$ cat config.mk
export PLATFORM = sky130hd
export DESIGN_NAME = ans_top
export DESIGN_NICKNAME = d
export VERILOG_FILES = /design/src/pkg/ans_pkg.sv /design/src/hw/ans_sticky.sv /design/src/hw/ans_top.sv
export VERILOG_INCLUDE_DIRS = /design/src /design/src/pkg
export SDC_FILE = /design/constraint.sdc
export NUM_CORES = 1
export LEC_CHECK = 0
export BUFFER_PORTS_ARGS = -buffer_cell sky130_fd_sc_hd__buf_2
export CAP_MARGIN = 30
export CORE_MARGIN = 4
export CORE_UTILIZATION = 46
export DETAILED_ROUTE_END_ITERATION = 10
export PLACE_DENSITY_LB_ADDON = 0.3
export SETUP_SLACK_MARGIN = 0.5
export SYNTH_ARGS = -nofsm -noshare
export SYNTH_HDL_FRONTEND = slang
export SYNTH_SLANG_ARGS = --single-unit
$ cat constraint.sdc
create_clock -name clk_i -period 2 [get_ports clk_i]
set_clock_uncertainty 0.15 [all_clocks]
set_input_delay 0.3 -clock clk_i [delete_from_list [all_inputs] [get_ports clk_i]]
set_output_delay 0.3 -clock clk_i [all_outputs]
set_load 0.1 [all_outputs]
$ cat src/pkg/ans_params.svh
`ifndef ANS_PARAMS_SVH
`define ANS_PARAMS_SVH

// Register addresses in the management space
`define ANS_ADDR_W 16
`define ANS_DATA_W 16
`define ANS_STATUS_ADDR 16'hfff9
`define ANS_MISC_ADDR 16'hfff8

// Status summary field positions
`define ANS_BIT_COMPLETE 15
`define ANS_BIT_LGC 14
`define ANS_BIT_ACK 13
`define ANS_BIT_ABIL 12
`define ANS_BIT_NPW 11
`define ANS_MODE_HI 10
`define ANS_MODE_LO 8
`define ANS_BIT_PDF 7
`define ANS_BIT_RFLT 6
`define ANS_BIT_PAGE 5
`define ANS_BIT_LP_AN 4
`define ANS_BIT_LP_NP 3
`define ANS_BIT_LINK 2
`define ANS_BIT_PAUSE_RX 1
`define ANS_BIT_PAUSE_TX 0

// Miscellaneous control shadow fields
`define ANS_MISC_WREN 15
`define ANS_MISC_RSEL_HI 14
`define ANS_MISC_RSEL_LO 12
`define ANS_MISC_FMDIX 9
`define ANS_MISC_SSEL_HI 2
`define ANS_MISC_SSEL_LO 0
`define ANS_SHADOW_MISC 3'h7

// Reset values
`define ANS_RST_WORD 16'h0000
`define ANS_RST_RSEL 3'h0
`define ANS_RST_FMDIX 1'h0
`define ANS_RST_STATE 3'h0
`define ANS_RST_AUTO_MDIX 1'h1

`endif

$ cat src/pkg/ans_pkg.sv
package ans_pkg;

   // State codes presented by the negotiation state machine
   typedef enum logic [2:0] {
      ST_IDLE = 3'h0,
      ST_ABILITY_DETECT = 3'h1,
      ST_ACK_DETECT = 3'h2,
      ST_COMPLETE_ACK = 3'h3,
      ST_NP_WAIT = 3'h4,
      ST_LINK_GOOD_CHECK = 3'h5,
      ST_LINK_GOOD = 3'h6,
      ST_OTHER = 3'h7
   } ans_an_state_e;

   // Resolved speed and duplex encoding of the mode field
   typedef enum logic [2:0] {
      MODE_NONE = 3'h0,
      MODE_RSVD1 = 3'h1,
      MODE_RSVD2 = 3'h2,
      MODE_100TX_HD = 3'h3,
      MODE_100T4 = 3'h4,
      MODE_100TX_FD = 3'h5,
      MODE_1000T_HD = 3'h6,
      MODE_1000T_FD = 3'h7
   } ans_mode_e;

   // Manually selected speed
   typedef enum logic [1:0] {
      SPD_10 = 2'h0,
      SPD_100 = 2'h1,
      SPD_1000 = 2'h2,
      SPD_RSVD = 2'h3
   } ans_speed_e;

endpackage

$ cat src/hw/ans_sticky.sv
`timescale 1ns/1ps
`default_nettype none

// One latch-high flag that clears when the status word is read
module ans_sticky (
   input wire logic clk_i,
   input wire logic rst_n_i,
   input wire logic ce_i,
   input wire logic set_i,
   input wire logic clr_i,
   output logic flag_o
);

   logic flag_r;
   logic flag_nxt;

   // Set beats clear so an event in the read cycle survives
   always_comb
   begin
      flag_nxt = set_i | (flag_r & ~clr_i);
   end

   // Flag storage, frozen while the clock enable is low
   always_ff @(posedge clk_i)
   begin
      if (!rst_n_i)
      begin
         flag_r <= 1'b0;
      end
      else if (ce_i)
      begin
         flag_r <= flag_nxt;
      end
   end

   assign flag_o = flag_r;

endmodule // ans_sticky

`default_nettype wire

$ cat src/hw/ans_top.sv
// Functional notes
// - Bit 15 reads one once negotiation completes, zero while it runs.
// - Bit 14 latches when the link-good-check state is entered.
// - Bit 13 latches when the acknowledge-detect state is entered.
// - Bit 12 latches when the ability-detect state is entered.
// - Bit 11 latches when the next-page wait state is entered.
// - Latched entry flags hold until read, then clear unless re-entered.
// - Bits 10:8 carry the resolved speed and duplex code.
// - Mode field reads 000 without common mode or before completion.
// - Negotiation off, forced crossover clear: mode shows manual speed and duplex.
// - Negotiation off, forced crossover set: mode field reads 000.
// - Bit 7 latches a parallel-detection fault until the next read.
// - Bit 6 follows the partner's remote fault indication.
// - Bit 5 latches a newly received partner page until read.
// - Bit 4 shows the partner is known to negotiate.
// - Bit 3 shows the partner advertises next-page capability.
// - Bit 2 is one in link pass, zero in link fail.
// - Bit 1 shows pause receive permitted by resolution.
// - Bit 0 shows pause transmit permitted by resolution.
// - Forced crossover bit 9 enables auto crossover while negotiation is off.
//
// Decided for this implementation: strobed register access.
`include "ans_params.svh"
`timescale 1ns/1ps
`default_nettype none

module ans_top (
   // Clock, reset and clock enable
   input wire logic clk_i,
   input wire logic rst_n_i,
   input wire logic ce_i,
   // Register port
   input wire logic [15:0] addr_i,
   input wire logic [15:0] wr_data_i,
   input wire logic wr_i,
   input wire logic rd_i,
   output logic [15:0] rd_data_o,
   // Negotiation state machine
   input wire logic an_enable_i,
   input wire logic an_complete_i,
   input wire logic [2:0] an_state_i,
   input wire logic [2:0] best_common_mode_i,
   input wire logic parallel_fault_i,
   input wire logic page_received_i,
   input wire logic lp_remote_fault_i,
   input wire logic lp_an_able_i,
   input wire logic lp_np_able_i,
   input wire logic pause_rx_i,
   input wire logic pause_tx_i,
   // Manual mode selection
   input wire logic [1:0] manual_speed_i,
   input wire logic manual_full_duplex_i,
   // Link monitor
   input wire logic link_pass_i,
   // Crossover control and mode field towards the line side
   output logic auto_mdix_en_o,
   output logic [2:0] mode_o
);

   // Four state-entry flags and two event flags
   localparam int NUM_FLAGS = 6;

   // Flag indices in the sticky vector
   localparam int FL_LGC = 0;
   localparam int FL_ACK = 1;
   localparam int FL_ABIL = 2;
   localparam int FL_NPW = 3;
   localparam int FL_PDF = 4;
   localparam int FL_PAGE = 5;

   // Internal registers and nets
   logic [2:0] prev_state_r;
   logic state_valid_r;
   logic [NUM_FLAGS-1:0] flag_set;
   logic [NUM_FLAGS-1:0] flag_q;
   logic status_read;
   logic misc_read;
   logic misc_write;
   logic [2:0] rsel_r;
   logic force_mdix_r;
   logic [2:0] manual_mode;
   logic [2:0] neg_mode;
   logic [2:0] mode_nxt;
   logic [15:0] status_word;
   logic [15:0] misc_word;
   logic [15:0] rd_data_nxt;
   logic [15:0] rd_data_r;
   logic [2:0] mode_r;
   logic auto_mdix_r;

   // Register port decode
   always_comb
   begin
      status_read = 1'b0;
      misc_read = 1'b0;
      misc_write = 1'b0;
      if (rd_i && (addr_i == `ANS_STATUS_ADDR))
      begin
         status_read = 1'b1;
      end
      else if (rd_i && (addr_i == `ANS_MISC_ADDR))
      begin
         misc_read = 1'b1;
      end
      else if (wr_i && (addr_i == `ANS_MISC_ADDR))
      begin
         misc_write = 1'b1;
      end
   end

   // Previous state, so that only a fresh entry raises a flag
   always_ff @(posedge clk_i)
   begin
      if (!rst_n_i)
      begin
         prev_state_r <= `ANS_RST_STATE;
      end
      else if (ce_i)
      begin
         prev_state_r <= an_state_i;
      end
   end

   // First live cycle marker, so a state held through reset counts as entered
   always_ff @(posedge clk_i)
   begin
      if (!rst_n_i)
      begin
         state_valid_r <= 1'b0;
      end
      else if (ce_i)
      begin
         state_valid_r <= 1'b1;
      end
   end

   // Entry events: the state is the target now and was not before
   always_comb
   begin
      flag_set = '0;
      flag_set[FL_LGC] = (an_state_i == ans_pkg::ST_LINK_GOOD_CHECK)
         && (!state_valid_r || (prev_state_r != an_state_i));
      flag_set[FL_ACK] = (an_state_i == ans_pkg::ST_ACK_DETECT)
         && (!state_valid_r || (prev_state_r != an_state_i));
      flag_set[FL_ABIL] = (an_state_i == ans_pkg::ST_ABILITY_DETECT)
         && (!state_valid_r || (prev_state_r != an_state_i));
      flag_set[FL_NPW] = (an_state_i == ans_pkg::ST_NP_WAIT)
         && (!state_valid_r || (prev_state_r != an_state_i));
      flag_set[FL_PDF] = parallel_fault_i;
      flag_set[FL_PAGE] = page_received_i;
   end

   // One latch-high flag per event, all cleared by a status read
   genvar gi;
   generate
      for (gi = 0; gi < NUM_FLAGS; gi++)
      begin : g_flag
         ans_sticky u_sticky (
            .clk_i(clk_i),
            .rst_n_i(rst_n_i),
            .ce_i(ce_i),
            .set_i(flag_set[gi]),
            .clr_i(status_read),
            .flag_o(flag_q[gi])
         );
      end
   endgenerate

   // Read selector, written on every write to the misc shadow
   always_ff @(posedge clk_i)
   begin
      if (!rst_n_i)
      begin
         rsel_r <= `ANS_RST_RSEL;
      end
      else if (ce_i && misc_write
         && (wr_data_i[`ANS_MISC_SSEL_HI:`ANS_MISC_SSEL_LO] == `ANS_SHADOW_MISC))
      begin
         rsel_r <= wr_data_i[`ANS_MISC_RSEL_HI:`ANS_MISC_RSEL_LO];
      end
   end

   // Forced crossover bit, changed only while the write enable bit is set
   always_ff @(posedge clk_i)
   begin
      if (!rst_n_i)
      begin
         force_mdix_r <= `ANS_RST_FMDIX;
      end
      else if (ce_i && misc_write && wr_data_i[`ANS_MISC_WREN]
         && (wr_data_i[`ANS_MISC_SSEL_HI:`ANS_MISC_SSEL_LO] == `ANS_SHADOW_MISC))
      begin
         force_mdix_r <= wr_data_i[`ANS_MISC_FMDIX];
      end
   end

   // Manually selected speed and duplex in mode-field encoding
   always_comb
   begin
      manual_mode = ans_pkg::MODE_NONE;
      case (manual_speed_i)
         ans_pkg::SPD_1000:
         begin
            manual_mode = manual_full_duplex_i ? ans_pkg::MODE_1000T_FD
               : ans_pkg::MODE_1000T_HD;
         end
         ans_pkg::SPD_100:
         begin
            manual_mode = manual_full_duplex_i ? ans_pkg::MODE_100TX_FD
               : ans_pkg::MODE_100TX_HD;
         end
         ans_pkg::SPD_10:
         begin
            manual_mode = ans_pkg::MODE_NONE; // No code exists for 10 Mb/s
         end
         default:
         begin
            manual_mode = ans_pkg::MODE_NONE;
         end
      endcase
   end

   // Negotiated mode; reserved codes never reach software
   always_comb
   begin
      neg_mode = best_common_mode_i;
      if ((best_common_mode_i == ans_pkg::MODE_RSVD1)
         || (best_common_mode_i == ans_pkg::MODE_RSVD2))
      begin
         neg_mode = ans_pkg::MODE_NONE;
      end
   end

   // Mode field selection between negotiated and manual results
   always_comb
   begin
      mode_nxt = ans_pkg::MODE_NONE;
      if (an_enable_i)
      begin
         mode_nxt = an_complete_i ? neg_mode : ans_pkg::MODE_NONE;
      end
      else if (force_mdix_r)
      begin
         mode_nxt = ans_pkg::MODE_NONE;
      end
      else
      begin
         mode_nxt = manual_mode;
      end
   end

   // Assembly of the status summary word
   always_comb
   begin
      status_word = `ANS_RST_WORD;
      status_word[`ANS_BIT_COMPLETE] = an_complete_i;
      status_word[`ANS_BIT_LGC] = flag_q[FL_LGC];
      status_word[`ANS_BIT_ACK] = flag_q[FL_ACK];
      status_word[`ANS_BIT_ABIL] = flag_q[FL_ABIL];
      status_word[`ANS_BIT_NPW] = flag_q[FL_NPW];
      status_word[`ANS_MODE_HI:`ANS_MODE_LO] = mode_nxt;
      status_word[`ANS_BIT_PDF] = flag_q[FL_PDF];
      status_word[`ANS_BIT_RFLT] = lp_remote_fault_i;
      status_word[`ANS_BIT_PAGE] = flag_q[FL_PAGE];
      status_word[`ANS_BIT_LP_AN] = lp_an_able_i;
      status_word[`ANS_BIT_LP_NP] = lp_np_able_i;
      status_word[`ANS_BIT_LINK] = link_pass_i;
      status_word[`ANS_BIT_PAUSE_RX] = pause_rx_i;
      status_word[`ANS_BIT_PAUSE_TX] = pause_tx_i;
   end

   // Misc control readback when its shadow is selected, zero otherwise
   always_comb
   begin
      misc_word = `ANS_RST_WORD;
      if (rsel_r == `ANS_SHADOW_MISC)
      begin
         misc_word[`ANS_MISC_RSEL_HI:`ANS_MISC_RSEL_LO] = rsel_r;
         misc_word[`ANS_MISC_FMDIX] = force_mdix_r;
         misc_word[`ANS_MISC_SSEL_HI:`ANS_MISC_SSEL_LO] = `ANS_SHADOW_MISC;
      end
   end

   // Read data mux; unmapped reads and idle cycles return zero
   always_comb
   begin
      rd_data_nxt = `ANS_RST_WORD;
      if (status_read)
      begin
         rd_data_nxt = status_word;
      end
      else if (misc_read)
      begin
         rd_data_nxt = misc_word;
      end
   end

   // Read data stands only in the cycle after the read strobe
   always_ff @(posedge clk_i)
   begin
      if (!rst_n_i)
      begin
         rd_data_r <= `ANS_RST_WORD;
      end
      else if (ce_i)
      begin
         rd_data_r <= rd_data_nxt;
      end
   end

   // Registered copy of the mode field for the line side
   always_ff @(posedge clk_i)
   begin
      if (!rst_n_i)
      begin
         mode_r <= ans_pkg::MODE_NONE;
      end
      else if (ce_i)
      begin
         mode_r <= mode_nxt;
      end
   end

   // Crossover enable: always on with negotiation, else the forced bit decides
   always_ff @(posedge clk_i)
   begin
      if (!rst_n_i)
      begin
         auto_mdix_r <= `ANS_RST_AUTO_MDIX;
      end
      else if (ce_i)
      begin
         auto_mdix_r <= an_enable_i | force_mdix_r;
      end
   end

   // Outputs driven straight from flip-flops
   assign rd_data_o = rd_data_r;
   assign mode_o = mode_r;
   assign auto_mdix_en_o = auto_mdix_r;

endmodule // ans_top

`default_nettype wire

## Word-level counts from Yosys, hierarchy flattened

Cells that the tools add are included.

| word-level totals | value |
|---|---|
| flip-flop bits (word level) | 34 |
| latch bits | 0 |
| memory bits (writable) | 0 |
| ROM bits | 0 |
| memories kept | 0 |

| operators by class | value |
|---|---|
| $add $sub $neg | 0 |
| $mul | 0 |
| divide/modulo/power cells | 0 |
| order comparisons | 0 |
| equal/unequal tests | 13 |
| shift operators | 0 |
| muxes and demuxes | 18 |
| bitwise operators | 14 |
| reduce and logical (&&, ||, !) cells | 14 |

Operator list:

| operator | count |
|---|---|
| 16-bit == test, second input constant | 2 |
| 3-bit 2-to-1 mux | 7 |
| 16-bit 2-to-1 mux | 1 |
| 15-bit 2-to-1 mux | 1 |
| 3-bit == test, second input constant | 4 |
| 1-bit logical AND | 11 |
| 1-bit 2-to-1 mux | 8 |
| 1-bit bitwise OR | 7 |
| 1-bit AND | 6 |
| 3-bit by 1-bit == test with 1-bit output, second input constant | 2 |
| 3-bit by 2-bit == test with 1-bit output, second input constant | 2 |
| 3-bit case mux with 2 select lines | 1 |
| 3-bit inequality test | 1 |
| 2-bit by 1-bit == test with 1-bit output, second input constant | 1 |
| 2-bit == test, second input constant | 1 |
| 1-bit logical OR | 2 |
| 1-bit logical NOT | 1 |
| 1-bit inverter | 1 |

## Longest topological paths before layout

Gate-level depths: netlist of run 1.

| logic depth | value |
|---|---|
| depth in word-level cells | 8 |
| mapped depth | 6 |
| depth with buffers taken out | 6 |

## Hierarchy

From an unflattened synthesis of run 1, not the netlist that was laid out.

| unflattened totals | value |
|---|---|
| cells, all modules | 188 |
| area total of the unflattened synthesis | 1580.3 µm² |

Modules (own cells, without submodules):

| module | instances | cells each | area an instance (µm²) | sequential area each (µm²) |
|---|---|---|---|---|
| ans_top | 1 | 164 | 1347.5 | 560.5 |
| ans_sticky | 6 | 4 | 38.8 | 20.0 |

## Worst setup path after synthesis of run 1

OpenSTA, ideal clock, no wires.

| timing | value |
|---|---|
| path type | input-to-reg |
| start point | in manual_speed_i[0] |
| end point | reg rd_data_r[8] (netlist: rd_data_o[8]) |
| arrival | 1402 ps |
| data required time | 1780 ps |
| path slack | 377 ps |
| stages | 6 |
| buffers on the path | 0 |
| cells stage by stage | inv_1 -> ha_1 -> or3_1 -> o21ai_0 -> nand4_1 -> a21oi_1 |

| between the ends | value |
|---|---|
| word-level cells in the longest chain between the ends | 5 |

Ends and longest elaborated chain:

| what | line | text |
|---|---|---|
| start: declaration | ans_top.sv:51 | `input wire logic [1:0] manual_speed_i,` |
| 2-bit by 1-bit == test with 1-bit output or 2-bit == test (tied branches) | ans_top.sv:201 | `case (manual_speed_i)` |
| 3-bit case mux with 2 select lines (*) | ans_top.sv:201 |  |
| 3-bit 2-to-1 mux (*) | ans_top.sv:242 | `else if (force_mdix_r)` |
| 3-bit 2-to-1 mux (*) | ans_top.sv:238 | `if (an_enable_i)` |
| 16-bit 2-to-1 mux (*) | ans_top.sv:288 | `if (status_read)` |
| end signal: assignment | ans_top.sv:303 | `` rd_data_r <= `ANS_RST_WORD; `` |
| end signal: assignment | ans_top.sv:307 | `rd_data_r <= rd_data_nxt;` |
| end: declaration | ans_top.sv:87 | `logic [15:0] rd_data_r;` |

Mark *: on every way between the ends. The rest lies on a longest branch, timed or not.
A chain may end at the register's enable or synchronous reset.

## Final worst setup path of run 1

| timing | value |
|---|---|
| start point | reg mode_r[1] (netlist: mode_o[1]) |
| end point | out mode_o[1] |

RTL lines:

| what | line | text |
|---|---|---|
| start: declaration | ans_top.sv:88 | `logic [2:0] mode_r;` |
| start signal: assignment | ans_top.sv:316 | `mode_r <= ans_pkg::MODE_NONE;` |
| start signal: assignment | ans_top.sv:320 | `mode_r <= mode_nxt;` |
| end: declaration | ans_top.sv:57 | `output logic [2:0] mode_o` |

No word-level cell between the ends.

==> out/qor.yml, run 1 <==
status: "finished clean"
tns_ns: 0
firstDrtPassIters: 4
fin_ws_ns: 0.572
final_nets: 315
p_leak_nw: 0.904
cts_hold_buf: 0
crit_buf_inv: 1
tightest_slew_ns: 0.309
rows: 21
synthDistinctLibCells: 41
syn_area_um2: 1620
grt_pass1_wl_um: 6480
grt_use_total_pct: 18.6
diodes: 0
cpPeakStageDelay_ns: 0.36
synth_top_area_share_pct: 42.0
cp_slowest_cell: "dfxtp_1"
gp_congestion: 0.707
syn-num-nets: 245
area_growth_pct: 31.5
yosys_warnings: 0
drc: 0
highest_layer: "met4"
dpl.cell_count: 296
htree_levels: 2
ant_nets: 0
synth_cells: 187
grt_overflow_total: 0
timing.fmax_mhz: 700
ys_ff_latch: 34
drtIter0Drc: 75
finalSetupViolCount: 0
via_count: 1603
cts_root_buf: "clkbuf_4"
n_fill_cell: 326
routed_via_density: 5.31
yosys.area.top_type: "dfxtp_1"
ir_drop_uv: 481
antenna_found_initial: 0
synth-edff-count: 0
drive_above_1_share_pct: 36.3
cts_sinks: 34
ys_seq_area_share_pct: 42.0
end_kind: "primary output"
dieArea_um2: 4530
met1_length_um: 1730
clk_pin_slew_ns: 0.09
start_util_pct: 48.1
critPathMaxFanout: 2
min_period_ns: 1.43
core_area_um2: 3360
dieHeight_um: 67.3
crit_path_cell_trace: "buf_4"
met2_length_um: 1860
hold_viol_final: 0
dr_wl_met3_um: 228
cts_buffer_depth: 2
hp-class: "in2reg"
synth_area_leaders: "dfxtp_1, a21oi_1, nand4_1, nand3_1, nand2_1"
power.density_nw_per_um2: 594
crit_arrival_ns: 0.98
finalCritPeriodShare_pct: 71.4
finalWirelength_um: 3860
dp_hpwl_um: 2930
grt_pass1_vias: 1522
rsz0062_at_grt: "yes"
ios: 76
grt_start_max_net_pins: 27
final_cells: 302
critical_path_class: "reg2out"
synthArstFlopShare_pct: 0
clk_latency_ns: 0.33
path_delay_family: "flip-flops"
cts_tree: "built"
maxCapViolations: 0
slew_viol_final: 0
required_ns: 1.55
post_cts_buffers: 0
port_buffers: 67
die_w_um: 67.3
whs_ns: 0.0384
numCtsBuffers: 5
synth_flop_cell: "dfxtp_1"
dp_slack_ns: 0.213
cp-start-kind: "flip-flop"
slew_headroom_pct: 79.3
synth_area_per_cell_um2: 8.66
wl_per_cell_um: 12.8
synth_stat cells, types with 2 or more instances:
cell type	instances
nand2b_1	2
clkbuf_1	6
a31oi_1	3
dfxtp_1	34
nand2_1	15
nand4b_1	2
and3_1	7
nor2_1	12
and2b_1	2
and4_1	3
ha_1	2
a21oi_1	23
inv_1	4
mux2i_1	3
or3_1	2
o21ai_0	3
nand4_1	12
nand3_1	13
o21ai_1	9
nor2b_1	2
xnor2_1	2
buf_2	2
o31a_1	3
nor3_1	4
final timing paths:
kind                          to  slack [ns]          from  cells past startpoint
setup / recovery       mode_o[1]        0.57     mode_o[1]                      1
hold / removal    auto_mdix_en_o        0.04       rst_n_i                      2
setup reg to reg    rd_data_o[8]        0.60  force_mdix_r                      4
hold reg to reg     rd_data_o[7]        0.31  rd_data_o[7]                      2
through the flow:
step / total power, mW / util (%) / area, um^2
3_5_place_dp: 0.906 / 60.0 / 2020
4_1_cts: 1.27 / 63.0 / 2120
5_1_grt: 1.32 / 63.3 / 2130
6_report: 1.26 / 63.3 / 2130
2_1_floorplan: 0.831 / - / 1630
3_3_place_gp: 0.903 / 60.0 / 2020
cell type report:
class / count / area, um^2 / area share [%]
Sequential cell: 34 / 681 / 32.0
Tap cell: 46 / 57.6 / 2.70
Timing Repair Buffer: 73 / 430 / 20.2
Clock buffer: 6 / 51.3 / 2.41
Multi-Input combinational cell: 138 / 890 / 41.8
Inverter: 5 / 18.8 / 0.882
registers in the layout, summed over array words and instances, names as in the netlist:
signal / cells
auto_mdix_en_o: 1
mode_o: 3
rsel_r: 3
rd_data_o: 16
g_flag.u_sticky.flag_o: 6
force_mdix_r: 1
state_valid_r: 1
prev_state_r: 3
cell usage in the layout, fill, tap and decap left out, types with 3 or more instances in the layout:
cell type,instances
a21oi_1,21
a31oi_1,3
and3_1,6
and4_1,3
buf_2,47
buf_4,26
clkbuf_4,5
dfxtp_1,34
inv_1,4
mux2i_1,3
nand2_1,15
nand3_1,13
nand4_1,12
nor2_1,12
nor3_1,4
o21ai_1,9
o31a_1,3
cell families after synthesis:
logic type      share of synthesized area [%]
compound gates                           16.5
flops                                    42.0
fa+ha+maj                                1.55
simple gates                             32.7
xor+xnor                                 1.08
buf+inv                                  4.33
mux                                      1.85
report_power, final:
part           internal, mW  switching (mW)  total, mW  leakage (nW)
clock network         0.158           0.211      0.369        0.0302
registers             0.692         0.00845      0.701         0.276
logic                0.0762           0.117      0.194         0.597
routing by layer:
layer / up-vias / global-route usage (%)
li1: 829 / -
met1: 734 / 23.7
met2: 36 / 30.6
met3: 4 / 5.82
met4: 0 / 4.56
met5: - / 0
what timing repair did:
action | 4_1_cts | 5_1_grt
pin swaps | 0 | 2
setup endpoints to repair | 20 | 14
resized for setup | 20 | 3
Note: power is estimated with default switching activity, not from simulation.
==> run 2, diff against run 1 <==
CORE_UTILIZATION = 41   (was 46)
clock period = 1.15 ns   (was 2 ns; I/O delays follow)
==> run 2 against run 1 <==
Effect of this change:
- the flow now finishes with violations (negative hold slack, negative setup slack)
- setup slack worse by 0.73 ns
- hold slack worse by 0.075 ns
- critical path depth is 3 higher
- first-iteration DRC count is 100% higher
- combinational power is 130% higher
- largest cell class unchanged
- highest routed layer unchanged
==> out/qor.yml, run 2 (synthesized netlist as in run 1, its figures left out) <==
clk_latency_ns: 0.29
min_period_ns: 1.31
dieHeight_um: 70.8
violations: "negative hold slack, negative setup slack"
rsz0062_at_grt: "yes"
hold_viol_final: 7
slew_viol_final: 0
numCtsBuffers: 5
diodes: 0
die_w_um: 70.8
multi_input_area_um2: 1070
dp_hpwl_um: 3420
finalWirelength_um: 5440
n_fill_cell: 241
place_area_um2: 2540
status: "finished, violations left"
slew_headroom_pct: 78.3
drtIter0Drc: 151
cp-start-kind: "flip-flop"
clk_pin_slew_ns: 0.07
cts_buffer_depth: 2
grt_start_max_net_pins: 31
area_growth_pct: 82.0
cts_root_buf: "clkbuf_8"
rows: 22
final_nets: 336
drive_above_1_share_pct: 61.6
final_area_um2: 2950
whs_ns: -0.0367
dpl.cell_count: 312
power_mw: 2.70
grt_overflow_total: 0
cp-endpoint: "rd_data_o[8]"
firstDrtPassIters: 4
via_count: 1846
start_util_pct: 43.2
wl_per_cell_um: 16.6
tightest_slew_ns: 0.325
finalCritPeriodShare_pct: 114
power.density_nw_per_um2: 918
dp_slack_ns: -0.440
ir_drop_uv: 1160
startpoint: "force_mdix_r"
maxCapViolations: 0
ios: 76
cts_sinks: 34
port_buffers: 67
core_area_um2: 3740
cts_tree: "built"
grt_pass1_wl_um: 8280
layout_commonest_cell: "buf_2"
crit_arrival_ns: 1.38
drc: 0
critPathMaxFanout: 3
required_ns: 1.22
grt_use_total_pct: 20.7
htree_levels: 2
antenna_found_initial: 0
routed_via_density: 5.65
fin_ws_ns: -0.157
tns_ns: -2.59
seqCellArea_um2: 764
reg2reg_from: "force_mdix_r"
largest_register_ffs: 16
timing.fmax_mhz: 765
reg2regPathDepth: 4
ant_nets: 0
final_cells: 327
finalSetupViolCount: 30
r2r_setup_slack_ns: -0.16
final_core_util_pct: 78.7
critical_path_class: "reg2reg"
end_kind: "flip-flop"
reg2reg_to: "rd_data_o[8]"
gp_congestion: 0.732
p_leak_nw: 1.17
dieArea_um2: 5020
grt_pass1_vias: 1798
mostFrequentLayoutCells: "buf_2, buf_12, dfxtp_4"
hp-class: "in2reg"
run 2: layout make-up:
class                      count  share of cell area (%)
sequential                    34                    25.9
tap                           48                    2.04
multi-input combinational    138                    36.4
clock buffer                   8                    3.78
timing repair buffer          94                    31.0
inverter                       5                   0.892
run 2: where the power goes:
part	switching [mW]	leakage (nW)	internal, mW
clock	0.442	0.0566	0.619
sequential	0.0256	0.294	1.17
combinational	0.245	0.816	0.208
total	0.712	1.17	1.99
run 2: how the worst min path moves through the flow:
stage | startpoint | to | slack (ns) | cells past startpoint
2_1_floorplan | rst_n_i | auto_mdix_en_o | 0.09 | 1
3_3_place_gp | rst_n_i | auto_mdix_en_o | 0.26 | 2
3_5_place_dp | rst_n_i | auto_mdix_en_o | 0.26 | 2
4_1_cts | rst_n_i | auto_mdix_en_o | -0.05 | 2
5_1_grt | rst_n_i | auto_mdix_en_o | -0.03 | 2
6_report | rst_n_i | auto_mdix_en_o | -0.04 | 2
run 2: repair_timing:
action	in CTS	in global routing
buffers inserted	4	2
endpoints found under the hold margin	10	7
pin swaps	25	29
gates resized for setup	32	23
cloned	1	0
setup endpoints to repair	54	54
run 2: layer usage:
| layer | vias up | wire length, um | global-route usage, % |
|---|---|---|---|
| li1 | 885 | - | - |
| met5 | - | 0 | 0 |
| met3 | 17 | 295 | 6.53 |
| met4 | 0 | 138 | 7.93 |
| met2 | 55 | 2970 | 36.0 |
| met1 | 889 | 2040 | 23.4 |
run 2: critical path, cell delays in order (launching register included):
cell and delay, ns:
dfxtp_2 0.33, or3_4 0.36, o21ai_4 0.15, nand4_1 0.11
a21oi_1 0.14
